$ cat src/rtl/safety_io_pkg.sv
// Constants, types and reset values shared by the safety field select logic
// How it works
// - Each high select input activates its field pair, up to two high
// - No select input high selects pair one
// - All four high: warning, near outputs off
// - Two high during changeover: both pairs active
// - Over two pairs selected: far alarm fault
// - Switchover completes within the response time
// - Near outputs high only while near field clear
// - Far alarm high when ready, low per mode
// - Device error forces every safety output low
// - Fault alarm low on any warning or error
// - Valid restart pulse releases start and restart lock
// - While restart held: near off, red indicator
// - Restart acted on only when operationally ready
package safety_io_pkg;

	// ------------------------------------------------------------
	// Clock and timing
	// ------------------------------------------------------------
	localparam int unsigned CLK_HZ = 25_000_000;
	localparam int unsigned CLK_KHZ = CLK_HZ / 1000;
	localparam int unsigned RESTART_MIN_MS = 120;
	localparam int unsigned RESTART_MAX_MS = 3000;
	localparam int unsigned DEBOUNCE_US = 1000;
	// Whole milliseconds times whole kHz: exact, no rounding needed
	localparam int unsigned RESTART_MIN_CYCLES = RESTART_MIN_MS * CLK_KHZ;
	localparam int unsigned RESTART_MAX_CYCLES = RESTART_MAX_MS * CLK_KHZ;
	localparam int unsigned DEBOUNCE_CYCLES = DEBOUNCE_US * CLK_KHZ / 1000;
	localparam int PRESS_CNT_W = 27;
	localparam int FILTER_CNT_W = 15;

	// ------------------------------------------------------------
	// Inputs and field pairs
	// ------------------------------------------------------------
	localparam int NUM_SELECT = 4;
	localparam int NUM_FILTERED = 5;
	localparam int RESTART_BIT = 4;
	localparam logic [3:0] DEFAULT_PAIR = 4'h1;
	localparam logic [2:0] MAX_OVERLAP = 3'h2;

	// ------------------------------------------------------------
	// Register map (byte offsets)
	// ------------------------------------------------------------
	localparam logic [7:0] REG_CONFIG = 8'h00;
	localparam logic [7:0] REG_STATUS = 8'h04;
	localparam logic [7:0] REG_MASK = 8'h08;
	localparam logic [7:0] REG_STATE = 8'h0C;

	// Config fields
	localparam int CFG_FAR_MODE_LSB = 0;
	localparam int CFG_START_LOCK_BIT = 4;
	localparam int CFG_RESTART_LOCK_BIT = 5;
	localparam logic [2:0] FAR_MODE_RESET = 3'h0;

	// Far alarm signalling choices
	localparam logic [2:0] FAR_MODE_FIELD = 3'h0;
	localparam logic [2:0] FAR_MODE_WARNING = 3'h1;
	localparam logic [2:0] FAR_MODE_EITHER = 3'h2;
	localparam logic [2:0] FAR_MODE_NONE = 3'h3;
	localparam logic [2:0] FAR_MODE_ERROR = 3'h4;

	// Status / mask bits
	localparam int EV_SEL_FAULT = 0;
	localparam int EV_NEAR_OBJECT = 1;
	localparam int EV_RESTART_OK = 2;
	localparam int EV_RESTART_BAD = 3;
	localparam int EV_DEV_ERROR = 4;
	localparam int EV_DEV_WARNING = 5;
	localparam int NUM_EVENTS = 6;
	localparam logic [5:0] MASK_RESET = 6'h00;

	typedef enum logic [1:0] {
		ST_START_LOCK,
		ST_RESTART_LOCK,
		ST_RUN
	} lock_state_e;

endpackage : safety_io_pkg

$ cat src/rtl/input_filter_if.sv
// Carrier between the safety logic and its input filter
`timescale 1ns/10ps
`default_nettype none
interface input_filter_if;
	logic [safety_io_pkg::NUM_FILTERED-1:0] raw;
	logic [safety_io_pkg::NUM_FILTERED-1:0] clean;
	modport owner (output raw, input clean);
	modport filter (input raw, output clean);
endinterface : input_filter_if
`default_nettype wire

$ cat src/rtl/safety_field_select_io.sv
// Field pair selection, safety outputs and restart handling
`timescale 1ns/10ps
`default_nettype none
module safety_field_select_io #(
	parameter int unsigned RESTART_MIN_CYCLES =
		safety_io_pkg::RESTART_MIN_CYCLES,
	parameter int unsigned RESTART_MAX_CYCLES =
		safety_io_pkg::RESTART_MAX_CYCLES,
	parameter int unsigned DEBOUNCE_CYCLES = safety_io_pkg::DEBOUNCE_CYCLES
) (
	// Clock and reset
	input wire logic clk_sys,
	input wire logic resetn,
	// Field pair select and restart pins
	input wire logic field_pair_select_1,
	input wire logic field_pair_select_2,
	input wire logic field_pair_select_3,
	input wire logic field_pair_select_4,
	input wire logic restartButton,
	// Detection engine status
	input wire logic nearObject,
	input wire logic farObject,
	input wire logic deviceWarning,
	input wire logic deviceError,
	input wire logic deviceReady,
	// Safety outputs
	output logic near_field_ok_ch1,
	output logic near_field_ok_ch2,
	output logic far_field_alarm,
	output logic fault_alarm,
	// Field pair and indicators
	output logic [3:0] activePairs,
	output logic restartLedRed,
	output logic selectFaultLed,
	// Register port
	input wire logic [7:0] regAddr,
	input wire logic [31:0] regWrData,
	input wire logic regWr,
	input wire logic regRd,
	output logic [31:0] regRdData,
	// Interrupt
	output logic irq
);
	localparam int CW = safety_io_pkg::PRESS_CNT_W;
	localparam int NE = safety_io_pkg::NUM_EVENTS;
	localparam logic [CW-1:0] MIN_CNT = CW'(RESTART_MIN_CYCLES);
	localparam logic [CW-1:0] MAX_CNT = CW'(RESTART_MAX_CYCLES);

	// ------------------------------------------------------------
	// State
	// ------------------------------------------------------------
	typedef struct packed {
		safety_io_pkg::lock_state_e state;
		logic [3:0] active;
		logic [CW-1:0] pressCnt;
		logic pressOn;
		logic pressIgnored;
		logic prevRestart;
		logic [2:0] farMode;
		logic startLockEn;
		logic restartLockEn;
		logic [NE-1:0] status;
		logic [NE-1:0] mask;
		logic [31:0] rdData;
		logic nearOk1;
		logic nearOk2;
		logic farAlarm;
		logic faultAlarm;
		logic ledRed;
		logic selLed;
		logic irq;
	} top_s;

	localparam top_s RESET_S = '{
		state: safety_io_pkg::ST_START_LOCK,
		active: safety_io_pkg::DEFAULT_PAIR,
		farMode: safety_io_pkg::FAR_MODE_RESET,
		startLockEn: 1'b1,
		restartLockEn: 1'b1,
		mask: safety_io_pkg::MASK_RESET,
		default: '0
	};

	top_s s;
	top_s next_s;

	// Selects high, shared by the default and fault tests
	function automatic logic [2:0] countHigh(input logic [3:0] v);
		countHigh = 3'(v[0]) + 3'(v[1]) + 3'(v[2]) + 3'(v[3]);
	endfunction : countHigh

	// ------------------------------------------------------------
	// Input filtering
	// ------------------------------------------------------------
	// Restart rides with the selects so all share one delay
	input_filter_if filt ();

	assign filt.raw = {restartButton, field_pair_select_4,
		field_pair_select_3, field_pair_select_2, field_pair_select_1};

	input_filter #(
		.FILTER_CYCLES(DEBOUNCE_CYCLES)
	) u_filter (
		.clk_sys(clk_sys),
		.resetn(resetn),
		.port(filt.filter)
	);

	// ------------------------------------------------------------
	// Next-state logic
	// ------------------------------------------------------------
	always_comb begin
		logic [3:0] sel;
		logic restart;
		logic [2:0] nHigh;
		logic selFault;
		logic opReady;
		logic pulseEnd;
		logic pulseGood;
		logic nearClear;
		logic farCond;
		logic [NE-1:0] events;
		sel = filt.clean[3:0];
		restart = filt.clean[safety_io_pkg::RESTART_BIT];
		nHigh = countHigh(sel);
		selFault = nHigh > safety_io_pkg::MAX_OVERLAP;
		opReady = deviceReady && !deviceError;
		pulseEnd = 1'b0;
		pulseGood = 1'b0;
		farCond = 1'b0;
		nearClear = 1'b0;
		events = '0;
		next_s = s;

		// Selection is applied as soon as filtered, well inside any
		// configured response time
		if (nHigh == 3'h0) begin
			next_s.active = safety_io_pkg::DEFAULT_PAIR;
		end else if (!selFault) begin
			next_s.active = sel;
		end

		// Restart pulse measurement; nothing is released until the
		// pin falls, so a button held forever never frees a lock
		next_s.prevRestart = restart;
		if (restart && !s.prevRestart) begin
			next_s.pressOn = 1'b1;
			next_s.pressCnt = CW'(1);
			next_s.pressIgnored = !opReady;
		end else if (restart && s.pressOn) begin
			// Saturate just past the maximum so an overlong press stays bad
			if (s.pressCnt <= MAX_CNT) begin
				next_s.pressCnt = s.pressCnt + CW'(1);
			end
			if (!opReady) begin
				next_s.pressIgnored = 1'b1;
			end
		end
		if (!restart && s.prevRestart && s.pressOn) begin
			next_s.pressOn = 1'b0;
			pulseEnd = !s.pressIgnored;
			pulseGood = !s.pressIgnored && s.pressCnt >= MIN_CNT
				&& s.pressCnt <= MAX_CNT;
		end

		// Lock state machine
		// Only a measured, completed pulse, or a disabled start lock, leaves a lock
		case (s.state)
			safety_io_pkg::ST_START_LOCK: begin
				if (!s.startLockEn || pulseGood) begin
					next_s.state = safety_io_pkg::ST_RUN;
				end
			end
			safety_io_pkg::ST_RESTART_LOCK: begin
				if (pulseGood) begin
					next_s.state = safety_io_pkg::ST_RUN;
				end
			end
			safety_io_pkg::ST_RUN: begin
				if (nearObject && s.restartLockEn) begin
					next_s.state = safety_io_pkg::ST_RESTART_LOCK;
				end
			end
			default: begin
				next_s.state = safety_io_pkg::ST_START_LOCK;
			end
		endcase
		// A device error drops back to the start lock for recovery
		if (deviceError) begin
			next_s.state = safety_io_pkg::ST_START_LOCK;
		end

		// Safety outputs
		// Both channels share one term so they never disagree
		nearClear = s.state == safety_io_pkg::ST_RUN && !nearObject
			&& !restart
			&& !selFault
			&& opReady;
		next_s.nearOk1 = nearClear;
		next_s.nearOk2 = nearClear;

		// Role set by software; unused codes report nothing
		case (s.farMode)
			safety_io_pkg::FAR_MODE_FIELD: farCond = farObject;
			safety_io_pkg::FAR_MODE_WARNING: farCond = deviceWarning;
			safety_io_pkg::FAR_MODE_EITHER: farCond = farObject || deviceWarning;
			safety_io_pkg::FAR_MODE_NONE: farCond = 1'b0;
			safety_io_pkg::FAR_MODE_ERROR: farCond = deviceError;
			default: farCond = 1'b0;
		endcase
		next_s.farAlarm = opReady && !farCond
			&& !selFault;
		next_s.faultAlarm = opReady && !deviceWarning
			&& !selFault;
		next_s.ledRed = restart;
		next_s.selLed = selFault;

		// Event capture
		events[safety_io_pkg::EV_SEL_FAULT] = selFault;
		events[safety_io_pkg::EV_NEAR_OBJECT] = nearObject;
		events[safety_io_pkg::EV_RESTART_OK] = pulseGood;
		events[safety_io_pkg::EV_RESTART_BAD] = pulseEnd && !pulseGood;
		events[safety_io_pkg::EV_DEV_ERROR] = deviceError;
		events[safety_io_pkg::EV_DEV_WARNING] = deviceWarning;

		// Register writes
		// Status bits clear only where a one is written
		if (regWr) begin
			case (regAddr)
				safety_io_pkg::REG_CONFIG: begin
					next_s.farMode =
						regWrData[safety_io_pkg::CFG_FAR_MODE_LSB +: 3];
					next_s.startLockEn =
						regWrData[safety_io_pkg::CFG_START_LOCK_BIT];
					next_s.restartLockEn =
						regWrData[safety_io_pkg::CFG_RESTART_LOCK_BIT];
				end
				safety_io_pkg::REG_STATUS: begin
					next_s.status = s.status & ~regWrData[NE-1:0];
				end
				safety_io_pkg::REG_MASK: begin
					next_s.mask = regWrData[NE-1:0];
				end
				default: begin
				end
			endcase
		end
		// Set after clear so a same-cycle event is never lost
		next_s.status = next_s.status | events;
		next_s.irq = |(next_s.status & next_s.mask);

		// Register reads, data valid only in the following cycle
		// Unmapped addresses and reserved bits read as zero
		next_s.rdData = '0;
		if (regRd) begin
			case (regAddr)
				safety_io_pkg::REG_CONFIG: begin
					next_s.rdData[safety_io_pkg::CFG_FAR_MODE_LSB +: 3] =
						s.farMode;
					next_s.rdData[safety_io_pkg::CFG_START_LOCK_BIT] =
						s.startLockEn;
					next_s.rdData[safety_io_pkg::CFG_RESTART_LOCK_BIT] =
						s.restartLockEn;
				end
				safety_io_pkg::REG_STATUS: next_s.rdData[NE-1:0] = s.status;
				safety_io_pkg::REG_MASK: next_s.rdData[NE-1:0] = s.mask;
				safety_io_pkg::REG_STATE: begin
					next_s.rdData[1:0] = s.state;
					next_s.rdData[7:4] = s.active;
					next_s.rdData[8] = s.nearOk1;
					next_s.rdData[9] = s.farAlarm;
					next_s.rdData[10] = s.faultAlarm;
					next_s.rdData[11] = s.pressOn;
				end
				default: next_s.rdData = '0;
			endcase
		end
	end

	always_ff @(posedge clk_sys) begin
		if (!resetn) begin
			s <= RESET_S;
		end else begin
			s <= next_s;
		end
	end

	// ------------------------------------------------------------
	// Outputs
	// ------------------------------------------------------------
	// Straight from the state register: no glitch reaches a relay
	assign near_field_ok_ch1 = s.nearOk1;
	assign near_field_ok_ch2 = s.nearOk2;
	assign far_field_alarm = s.farAlarm;
	assign fault_alarm = s.faultAlarm;
	assign activePairs = s.active;
	assign restartLedRed = s.ledRed;
	assign selectFaultLed = s.selLed;
	assign regRdData = s.rdData;
	assign irq = s.irq;

endmodule : safety_field_select_io
`default_nettype wire

$ cat src/rtl/input_filter.sv
// Two-stage synchroniser and stability filter for the discrete inputs
`timescale 1ns/10ps
`default_nettype none
module input_filter #(
	parameter int unsigned FILTER_CYCLES = safety_io_pkg::DEBOUNCE_CYCLES
) (
	// Clock and reset
	input wire logic clk_sys,
	input wire logic resetn,
	// Raw in, filtered out
	input_filter_if.filter port
);
	localparam int N = safety_io_pkg::NUM_FILTERED;
	localparam int W = safety_io_pkg::FILTER_CNT_W;

	typedef struct packed {
		logic [N-1:0] meta;
		logic [N-1:0] sync;
		logic [N-1:0] clean;
		logic [N-1:0][W-1:0] cnt;
	} filter_s;

	filter_s s;
	filter_s next_s;

	always_comb begin
		next_s = s;
		next_s.meta = port.raw;
		next_s.sync = s.meta;
		for (int i = 0; i < N; i++) begin
			// A level must hold for the full window before it is believed
			if (s.sync[i] == s.clean[i]) begin
				next_s.cnt[i] = '0;
			end else if (s.cnt[i] >= W'(FILTER_CYCLES - 1)) begin
				next_s.clean[i] = s.sync[i];
				next_s.cnt[i] = '0;
			end else begin
				next_s.cnt[i] = s.cnt[i] + W'(1);
			end
		end
	end

	always_ff @(posedge clk_sys) begin
		if (!resetn) begin
			s <= '0;
		end else begin
			s <= next_s;
		end
	end

	assign port.clean = s.clean;

endmodule : input_filter
`default_nettype wire

$ cat config.mk
export PLATFORM = sky130hd
export DESIGN_NAME = safety_field_select_io
export DESIGN_NICKNAME = d
export VERILOG_FILES = /design/src/rtl/safety_io_pkg.sv /design/src/rtl/input_filter_if.sv /design/src/rtl/safety_field_select_io.sv /design/src/rtl/input_filter.sv
export SDC_FILE = /design/constraint.sdc
export NUM_CORES = 1
export LEC_CHECK = 0
export BUFFER_PORTS_ARGS = -buffer_cell sky130_fd_sc_hd__buf_2
export CORE_MARGIN = 2
export CORE_UTILIZATION = 50
export CTS_BUF_LIST = sky130_fd_sc_hd__clkbuf_2
export CTS_CLUSTER_SIZE = 30
export DETAILED_ROUTE_END_ITERATION = 6
export GPL_TIMING_DRIVEN = 0
export PLACE_DENSITY = 0.77
export SYNTH_ARGS = -nofsm -noshare
export SYNTH_HDL_FRONTEND = slang
export SYNTH_SLANG_ARGS = --single-unit
$ cat constraint.sdc
create_clock -name clk_sys -period 5.1 [get_ports clk_sys]
set_input_delay 0.255 -clock clk_sys [delete_from_list [all_inputs] [get_ports clk_sys]]
set_output_delay 0.255 -clock clk_sys [all_outputs]
set_load 0.02 [all_outputs]
==> results of run 1 <==
==> registers in the layout, indices dropped and copies added (netlist names) <==
name,cells
u_filter.s,80
s,48
regRdData,12
u_filter.next_s,5
u_filter.port.clean,5
activePairs,4
far_field_alarm,1
fault_alarm,1
irq,1
near_field_ok_ch2,1
restartLedRed,1
selectFaultLed,1
==> through the flow <==
| step | instances | hold slack (ns) |
|---|---|---|
| 3_3_place_gp | 1063 | 0.414 |
| 4_1_cts | 1123 | 0.0241 |
| 3_5_place_dp | 1063 | 0.419 |
| 2_1_floorplan | 831 | 0.327 |
| 5_1_grt | 1124 | 0.115 |
| 6_report | 1124 | 0.0745 |
==> cell type report <==
class | count | share of cell area (%)
diodes | 1 | 0.0302
plain buffers | 59 | 4.40
clock buffers | 17 | 1.03
clock inverters | 14 | 1.32
inverters | 23 | 1.04
multi-input cells | 589 | 44.3
flip-flops and latches | 160 | 38.7
well taps | 184 | 2.78
repair buffers | 77 | 6.41
==> worst max-delay path by stage <==
stage,slack [ns],cells after the start,from,end
final,1.81,8,u_filter.port.clean[3],near_field_ok_ch2
after global routing,1.64,8,u_filter.port.clean[3],near_field_ok_ch2
after CTS,1.95,8,u_filter.port.clean[3],near_field_ok_ch2
after detailed placement,2.49,9,u_filter.port.clean[3],irq
after global placement,2.50,8,u_filter.port.clean[1],irq
after floorplan,2.82,7,u_filter.port.clean[1],near_field_ok_ch2
==> routing by layer <==
layer	vias to the layer above	global-route usage, %	part of all wire (%)
li1	2981	-	-
met5	-	0	0
met2	100	31.1	46
met3	17	3.91	4.0
met1	2678	25.4	49
met4	0	6.54	1.5
==> cells by family (layout without fill, tap and decap cells) <==
kind of cell,count (synthesis),after routing,synth area share [%]
and+or+nand+nor,356,356,25.1
DFF,160,160,44.2
AOI/OAI and AO/OA,108,108,9.98
buffers and inverters,82,190,6.21
xor gates and xnor gates,71,71,8.58
muxes,23,23,3.87
adders and majority gates,11,11,2.00
other,1,21,0.0517
==> power by group through the flow <==
stage / clock network, W / registers, W / logic, W
3_3_place_gp: 0 / 0.00129 / 0.0000818
6_report: 0.000607 / 0.00126 / 0.0000992
5_1_grt: 0.000675 / 0.00127 / 0.000108
4_1_cts: 0.000632 / 0.00126 / 0.0000982
2_1_floorplan: 0 / 0.00129 / 0.0000561
3_5_place_dp: 0 / 0.00129 / 0.0000825
==> worst min-delay path, delay by kind of cell <==
family,cells,cell delay [ns]
buffers and inverters,1,0.24
AND/OR/NAND/NOR,2,0.24
AO/OA/AOI/OAI,1,0.05
==> cells in the final DEF, fill, tap and decap left out, types with 4 or more instances in the layout <==
cell	instances
a211o_1	5
a21oi_1	31
a31oi_1	8
and2_1	24
and3_1	22
buf_2	51
buf_4	37
clkbuf_1	19
clkbuf_2	17
conb_1	20
dfxtp_1	160
dlygate4sd3_1	29
ha_1	10
inv_1	23
inv_6	6
mux2i_1	19
mux4_2	4
nand2_1	57
nand2b_1	5
nand3_1	44
nand3b_1	5
nand4_1	9
nor2_1	109
nor2b_1	23
nor3_1	9
nor4_1	11
nor4b_1	4
o211ai_1	5
o21ai_0	9
o21ai_1	8
o31ai_1	11
or3_1	11
or4_1	7
xnor2_1	30
xor2_1	41
==> what timing repair did <==
action                    4_1_cts  5_1_grt
hold buffers                   29        0
hold endpoints to repair       40        0
gates resized for setup         0        0
==> results.md, run 1 <==
* DP Area at 7790 sq um
* Internal power at between 0.001 and 0.0015 W
* Synth unique cells at 61
* Worst slew pin tran at ~1.1 ns
* Via Count at 5776
* Area taken by multi-input logic gates at 3670 sq um
* Util after Layout at 57.6%
* Worst-case clock skew at 0.0328 ns
* Synth Register Bits at 160
* Syn avg cell area at 8.93 sq um
* Total GRT Usage at between 10% and 20%
* Buf/Inv on CP at 1
* Post-synth top area cell: dfxtp_1
* Final setup violating endpoints at 0
* CTS Buf Count at 17
* TritonRoute pass-1 iters at 5
* Vias per cell at 5.14
* Total grt overflow at 0
* Final TNS setup at 0 ns
* Largest net degree at the start of global routing at 17
* Max clock buf depth at 2
* Post-synth top area share at 44.2%
* Status: completed
* Async SR Flop Fraction at 0%
* Sw frac at between 20% and 30%
* Vias in the first global route at 5236
* RR Startpoint: u_filter.port.clean[3]
* Worst Path Arrival at slightly below 4 ns
* Initial Util at around 50%
* YS warnings at 0
* Wire per inst at between 10 and 15 um
* Synth Flop Type: dfxtp_1
* DP HPWL at 10100 um
* Clock Latency Late Sink at approximately 0.74 ns
* Final min period at 3.29 ns
* Final slew viol count at 0
* Layout cell share with drive strength beyond 1 at 14.2%
* Top delay family on crit path: simple AND/OR/NAND/NOR gates
* Worst Hold Class: primary input to flip-flop
* CP Capture Type: flip-flop
* Mapped Cells at 812
* Power Density at 238 nW/um^2
* Hold depth at 4
* Fill cells at 1321
* Cell with the most instances after synthesis: dfxtp_1
* Layout area overhead at 14.2%
* Drt total wl at approximately 14000 um
* Hold wc startpoint: regAddr[3]
* CP max FO at 8
* Pre-CTS setup slack at 2.49 ns
* Drc violations at 0
* R2R setup slack at 1.81 ns
* Worst setup SP type: flip-flop
* Number of I/O port buffers at 48
* Slowest CP cell: dlygate4sd3_1
* NetSw at roughly 0.00053 W
* Max Freq at 304 MHz
* Clk slew on worst S/H paths at approximately 0.25 ns
* Sequential Area at 3200 sq um
* # rows at 44
* CTS H-tree lvls at 4
* Worst path max stage delay at 0.62 ns
* Post-CTS Setup Bufs at 0
* Last weighted congestion value of the routability-driven placer at about 0.86
* VDD IR max at 0.000124 V
* Worst r2r path cells at 8
* Maxcap violations at 0
* Post-synth EDFFs at 0
* Clock Power Share at 30.8%
* Design Area, Final at 8280 sq um
* CTS tree: done
* Final WS setup at 1.81 ns
* Top cells by area, synth: dfxtp_1, nor2_1, xor2_1
* Top post-synthesis cells by count: dfxtp_1, nor2_1, nand2_1, nand3_1, xor2_1
* Chip Width at 124 um
* Initial antenna violation count at 1
* Final period utilization at 64.4%
* Antenna violation net count after detailed routing at 0
* Number of DRC markers in iteration 0 at approximately 360
* Logic pwr share at 5.0%
* CTS sink count at 160
* Leakage power at 3.26 nW
* Synthesized area at 7250 sq um
* Top cell by count, worst path: ha_1
* Crit-path cells: fa_1, ha_1, ha_1, nor2_1, a21oi_1, or3b_2, nor4b_1, dlygate4sd3_1
* Tot Pwr at 0.00197 W
* RSZ-0062 raised after global routing: false
* Seq/Total Area, Yosys at 44.2%
* CTS root buffer: clkbuf_2
* Slew HR at 27.8%
* Hold Vio Cnt, Final at 0
* Critical path type: flip-flop to flip-flop
* Reg power frac at 64.2%
* IO Pins at just under 100
* Worst Path Required at 5.80 ns
* Chip height at 124 um
* # nets final at 992
* Placeable Area at 14400 sq um
* R2r endpoint: near_field_ok_ch2
* Die ar. at 15500 sq um
* First-pass GRT wire length at between 20000 and 25000 um
* Worst Hold End: regRdData[2]
Power figures use the tool's default switching activity.
==> inputs of run 2 (changes only) <==
- clock period: 5.1 -> 3.3 ns (I/O delays scaled with it)
==> run 2 against run 1 <==
Highest routed layer unchanged. Sequential power is 55% higher. First-iteration DRC count is 12% lower. Flip-flop and latch count stayed put. Non-clock buffer count is 7 higher. Core utilization is 0.54 points higher. Clock power is 56% higher.
==> results.md, run 2 (synthesis gave the netlist of run 1 again) <==
* Critical path type: flip-flop to flip-flop
* CTS sink count at 160
* Layout area overhead at 15.3%
* Final setup violating endpoints at 0
* Total GRT Usage at approximately a fifth
* # rows at 44
* Total grt overflow at 0
* Wire per inst at 12.9 um
* Initial Util at 50.4%
* Number of DRC markers in iteration 0 at 320
* # nets final at around 1000
* Placeable Area at between 10000 and 15000 sq um
* CTS tree: done
* Worst-case clock skew at between 0.03 and 0.04 ns
* Most frequent cells in the layout: dfxtp_1, nor2_1, nand2_1
* Final min period at 3.16 ns
* Maxcap violations at 0
* Chip height at 124 um
* Status: completed
* Worst slew pin tran at 1.09 ns
* Die ar. at 15500 sq um
* CTS root buffer: clkbuf_2
* CTS H-tree lvls at 4
* Largest register FFs at 80
* Vias per cell at 5.13
* Clk slew on worst S/H paths at between 0.2 and 0.3 ns
* Worst Path Required at roughly 4.0 ns
* Hold Vio Cnt, Final at 0
* Chip Width at 124 um
* IO Pins at 97
* Worst setup SP type: flip-flop
* Drt total wl at 14600 um
* Max clock buf depth at 2
* Slew HR at 26.5%
* Via Count at 5802
* Power Density at 366 nW/um^2
* Fill cells at 1310
* VDD IR max at 0.000198 V
* Post-placement cell count at 1063
* Util after Layout at 58.1%
* Leakage power at 3.29 nW
* Antenna violation net count after detailed routing at 0
* Final period utilization at between 90% and 100%
* TritonRoute pass-1 iters at 5
* Worst Hold Class: primary input to flip-flop
* Drc violations at 0
* Last weighted congestion value of the routability-driven placer at 0.863
* Most common cell after layout, fill and taps aside: dfxtp_1
* DP HPWL at 10100 um
* CP max FO at 8
* Largest net degree at the start of global routing at 17
* Number of I/O port buffers at 48
* CTS Buf Count at 17
* Vias in the first global route at ~5300
* Post-Layout Cell Count at ~1100
* Final slew viol count at 0
* Tot Pwr at 0.00306 W
* CP Capture Type: flip-flop
* Most flop-heavy register: u_filter.s
* First-pass GRT wire length at 24700 um
* Clock Latency Late Sink at 0.76 ns
* Worst Path Arrival at 3.88 ns
* Layout cell share with drive strength beyond 1 at 14.5%
* Initial antenna violation count at 1
* Max Freq at about 320 MHz
-- run 2: per-layer routing --
layer  GRT usage [%]  share of wire [%]  routed length, um  vias to the layer above
met2            31.7                 46               6740                      107
met5               0                  0                  0                        -
met3            3.78                4.6                666                       19
met1            25.4                 48               7010                     2676
li1                -                  -                  -                     3000
met4            6.54                1.4                199                        0
-- run 2: worst max-delay path, cell delays in order (launching register included) --
cell and delay, ns:
dfxtp_2 0.40, fa_1 0.47, ha_1 0.22, ha_1 0.20, nor2_1 0.16, a21oi_2 0.17
or3b_2 0.56, nor4b_1 0.31, dlygate4sd3_1 0.63
-- run 2: repair_timing --
item | 4_1_cts | 5_1_grt
setup buffers | 0 | 0
hold endpoints to repair | 47 | 0
gates resized for setup | 0 | 4
endpoints found under the setup margin | 0 | 1
hold buffers | 36 | 0
-- run 2: final timing paths --
path / from / endpoint / slack (ns) / depth (start not counted)
setup / recovery: u_filter.port.clean[0] / near_field_ok_ch2 / 0.14 / 8
hold / removal: regAddr[5] / s[48] / 0.07 / 6
setup reg to reg: u_filter.port.clean[0] / near_field_ok_ch2 / 0.14 / 8
hold reg to reg: u_filter.next_s[83] / u_filter.s[83] / 0.45 / 1
-- run 2: power by group --
part / switching [W] / total [W] / internal [W]
clock network: 0.000737 / 0.000946 / 0.000209
registers: 0.00000531 / 0.00195 / 0.00195
logic: 0.0000824 / 0.000156 / 0.0000732
total: 0.000825 / 0.00306 / 0.00223
-- run 2: cell type report --
type,count,area [sq um],share of cell area (%)
inverters,23,86.3,1.03
diodes,1,2.50,0.0300
clock buffers,17,85.1,1.02
well taps,184,230,2.76
clock inverters,14,109,1.30
flip-flops and latches,160,3210,38.4
repair buffers,84,601,7.19
multi-input cells,589,3670,43.9
plain buffers,59,364,4.36
-- run 2: metrics by stage --
step | hold WS, ns | setup slack [ns] | TNS, ns | instance area, sq um
finish | 0.0731 | 0.135 | 0 | 8350
global route | 0.0782 | -0.00897 | -0.00897 | 8350
CTS | 0.0161 | 0.152 | 0 | 8340
detailed placement | 0.394 | 0.692 | 0 | 7790
global placement | 0.392 | 0.704 | 0 | 7790
floorplan | 0.237 | 1.02 | 0 | 7320
==> inputs of run 3 (changes only) <==
- REMOVE_ABC_BUFFERS: unset -> 1
==> run 3 against run 2 <==
Clock skew fell by 0.0046 ns. Sequential share of layout area increased by 1.1 points. Count of clock-buffer cells in the layout is the same. Non-clock buffer count shrank 59. Final cell count fell by 5.2%. Combinational power fell by 18%. Via count is 4.2% lower. Register-to-register slack better by 0.13 ns. Clock power up 41%. Setup slack improved by 0.13 ns. Critical path type unchanged. Critical endpoint unchanged.
==> results.md, run 3 (synthesis gave the netlist of run 1 again) <==
* Vias per cell at 5.18
* Via Count at 5558
* IO Pins at 97
* Number of DRC markers in iteration 0 at 388
* Die ar. at 15500 sq um
* Largest net degree at the start of global routing at between 50 and 60
* Worst hold slack at roughly 0.074 ns
* Drc violations at 0
* Worst-case clock skew at approximately 0.031 ns
* Layout cell share with drive strength beyond 1 at 11.1%
* Worst slew pin tran at ~0.90 ns
* Vias in the first global route at 5150
* CP Capture Type: flip-flop
* Final TNS setup at 0 ns
* Worst Hold Class: primary input to flip-flop
* GR Layer Usage met2 at 30.6%
* VDD IR max at 0.000184 V
* Worst Path Required at 3.98 ns
* Number of I/O port buffers at 50
* CTS sink count at 160
* Last weighted congestion value of the routability-driven placer at 0.794
* Max Freq at 329 MHz
* CP max FO at 8
* Total GRT Usage at 18.0%
* Clock Latency Late Sink at 0.71 ns
* Met3 usage at 4.51%
* # rows at 44
* Placeable Area at around 14000 sq um
* Drt total wl at between 10000 and 15000 um
* Final setup violating endpoints at 0
* DP HPWL at 9260 um
* Chip Width at 124 um
* Most frequent cells in the layout: dfxtp_1, nor2_1, nand2_1
* Final min period at 3.04 ns
* Worst setup SP type: flip-flop
* Area taken by multi-input logic gates at 3670 sq um
* Clk slew on worst S/H paths at 0.24 ns
* Worst Path Arrival at 3.72 ns
* Sequential Area at 3200 sq um
* Max clock buf depth at 2
* Busiest grt layer: met2
* Wire per inst at 12.8 um
* Initial antenna violation count at 0
* TritonRoute pass-1 iters at 5
* Final period utilization at 92.0%
* Leakage power at 3.12 nW
* Initial Util at 50.4%
* Slew HR at about two fifths
* Fill cells at 1268
* First-pass GRT wire length at 23400 um
* Most flop-heavy register: u_filter.s
* CTS root buffer: clkbuf_2
* Total grt overflow at 0
* Layout area overhead at 11.9%
* Status: completed
* DP Area at 7440 sq um
* CTS tree: done
* Ant diodes at 0
* Maxcap violations at 0
* Hold Vio Cnt, Final at 0
* Power Density at around 420 nW/um^2
* # nets final at 940
* Most common cell after layout, fill and taps aside: dfxtp_1
* M1 GR Usage at 22.8%
* RSZ-0062 raised after global routing: false
* Design Area, Final at 8110 sq um
* CTS Buf Count at 17
* Largest register FFs at 80
* Antenna violation net count after detailed routing at 0
* CTS H-tree lvls at 4
* Final slew viol count at 0
* Critical path type: flip-flop to flip-flop
* Chip height at 124 um
## run 3: cell count changes in the layout (fill, tap and decap cells not counted), sizes merged
| cell | previous run | this run |
|---|---|---|
| buf | 88 | 50 |
| clkbuf | 36 | 17 |
| bufinv | 0 | 6 |
| clkinv | 5 | 7 |
| clkinvlp | 2 | 1 |
| inv | 30 | 24 |
| dlygate4sd3 | 36 | 34 |
| diode | 1 | 0 |
## run 3: per-layer routing
| layer | vias to the layer above | routed length [um] | part of all wire, % |
|---|---|---|---|
| met5 | - | 0 | 0 |
| met4 | 0 | 146 | 1.1 |
| met3 | 11 | 460 | 3.4 |
| met2 | 95 | 6550 | 48 |
| met1 | 2571 | 6570 | 48 |
| li1 | 2881 | - | - |
## run 3: worst max-delay path, cell delays in order, from the launching register on
cell	delay (ns)
dfxtp_1	0.41
fa_1	0.50
ha_1	0.22
ha_1	0.20
nor2_1	0.16
a21oi_2	0.16
or3b_2	0.56
nor4b_1	0.24
dlygate4sd3_1	0.58
## run 3: power by group
| part | leakage (nW) | switching (W) | internal (W) |
|---|---|---|---|
| sequential | 1.29 | 0.00000541 | 0.00195 |
| combinational | 1.64 | 0.0000744 | 0.0000540 |
| clock | 0.187 | 0.000683 | 0.000648 |
## run 3: worst paths after layout
path	startpoint	to	slack [ns]	cells past startpoint
max	u_filter.port.clean[0]	near_field_ok_ch2	0.26	8
min	resetn	u_filter.next_s[80]	0.07	2
max reg2reg	u_filter.port.clean[0]	near_field_ok_ch2	0.26	8
min reg2reg	u_filter.next_s[81]	u_filter.s[81]	0.43	1
## run 3: layout make-up
type | instances | area share (%)
clock buffers | 17 | 1.05
clock inverters | 15 | 2.96
multi-input cells | 589 | 45.3
well taps | 184 | 2.84
repair buffers | 84 | 7.28
inverters | 23 | 1.06
flip-flops and latches | 160 | 39.5
## run 3: stage by stage
stage | cells | util, % | power, W | setup slack [ns]
floorplan | 772 | - | 0.00205 | 0.954
global placement | 1006 | 51.8 | 0.00209 | 0.666
detailed placement | 1006 | 51.8 | 0.00209 | 0.608
CTS | 1072 | 56.4 | 0.00344 | 0.175
global route | 1072 | 56.4 | 0.00354 | 0.0643
finish | 1072 | 56.4 | 0.00341 | 0.264
## run 3: timing repair
action                     in CTS  in global routing
hold endpoints to repair       35                  0
setup buffers                   0                  0
setup endpoints to repair       0                  2
hold buffers                   34                  0
resized for setup               0                  2
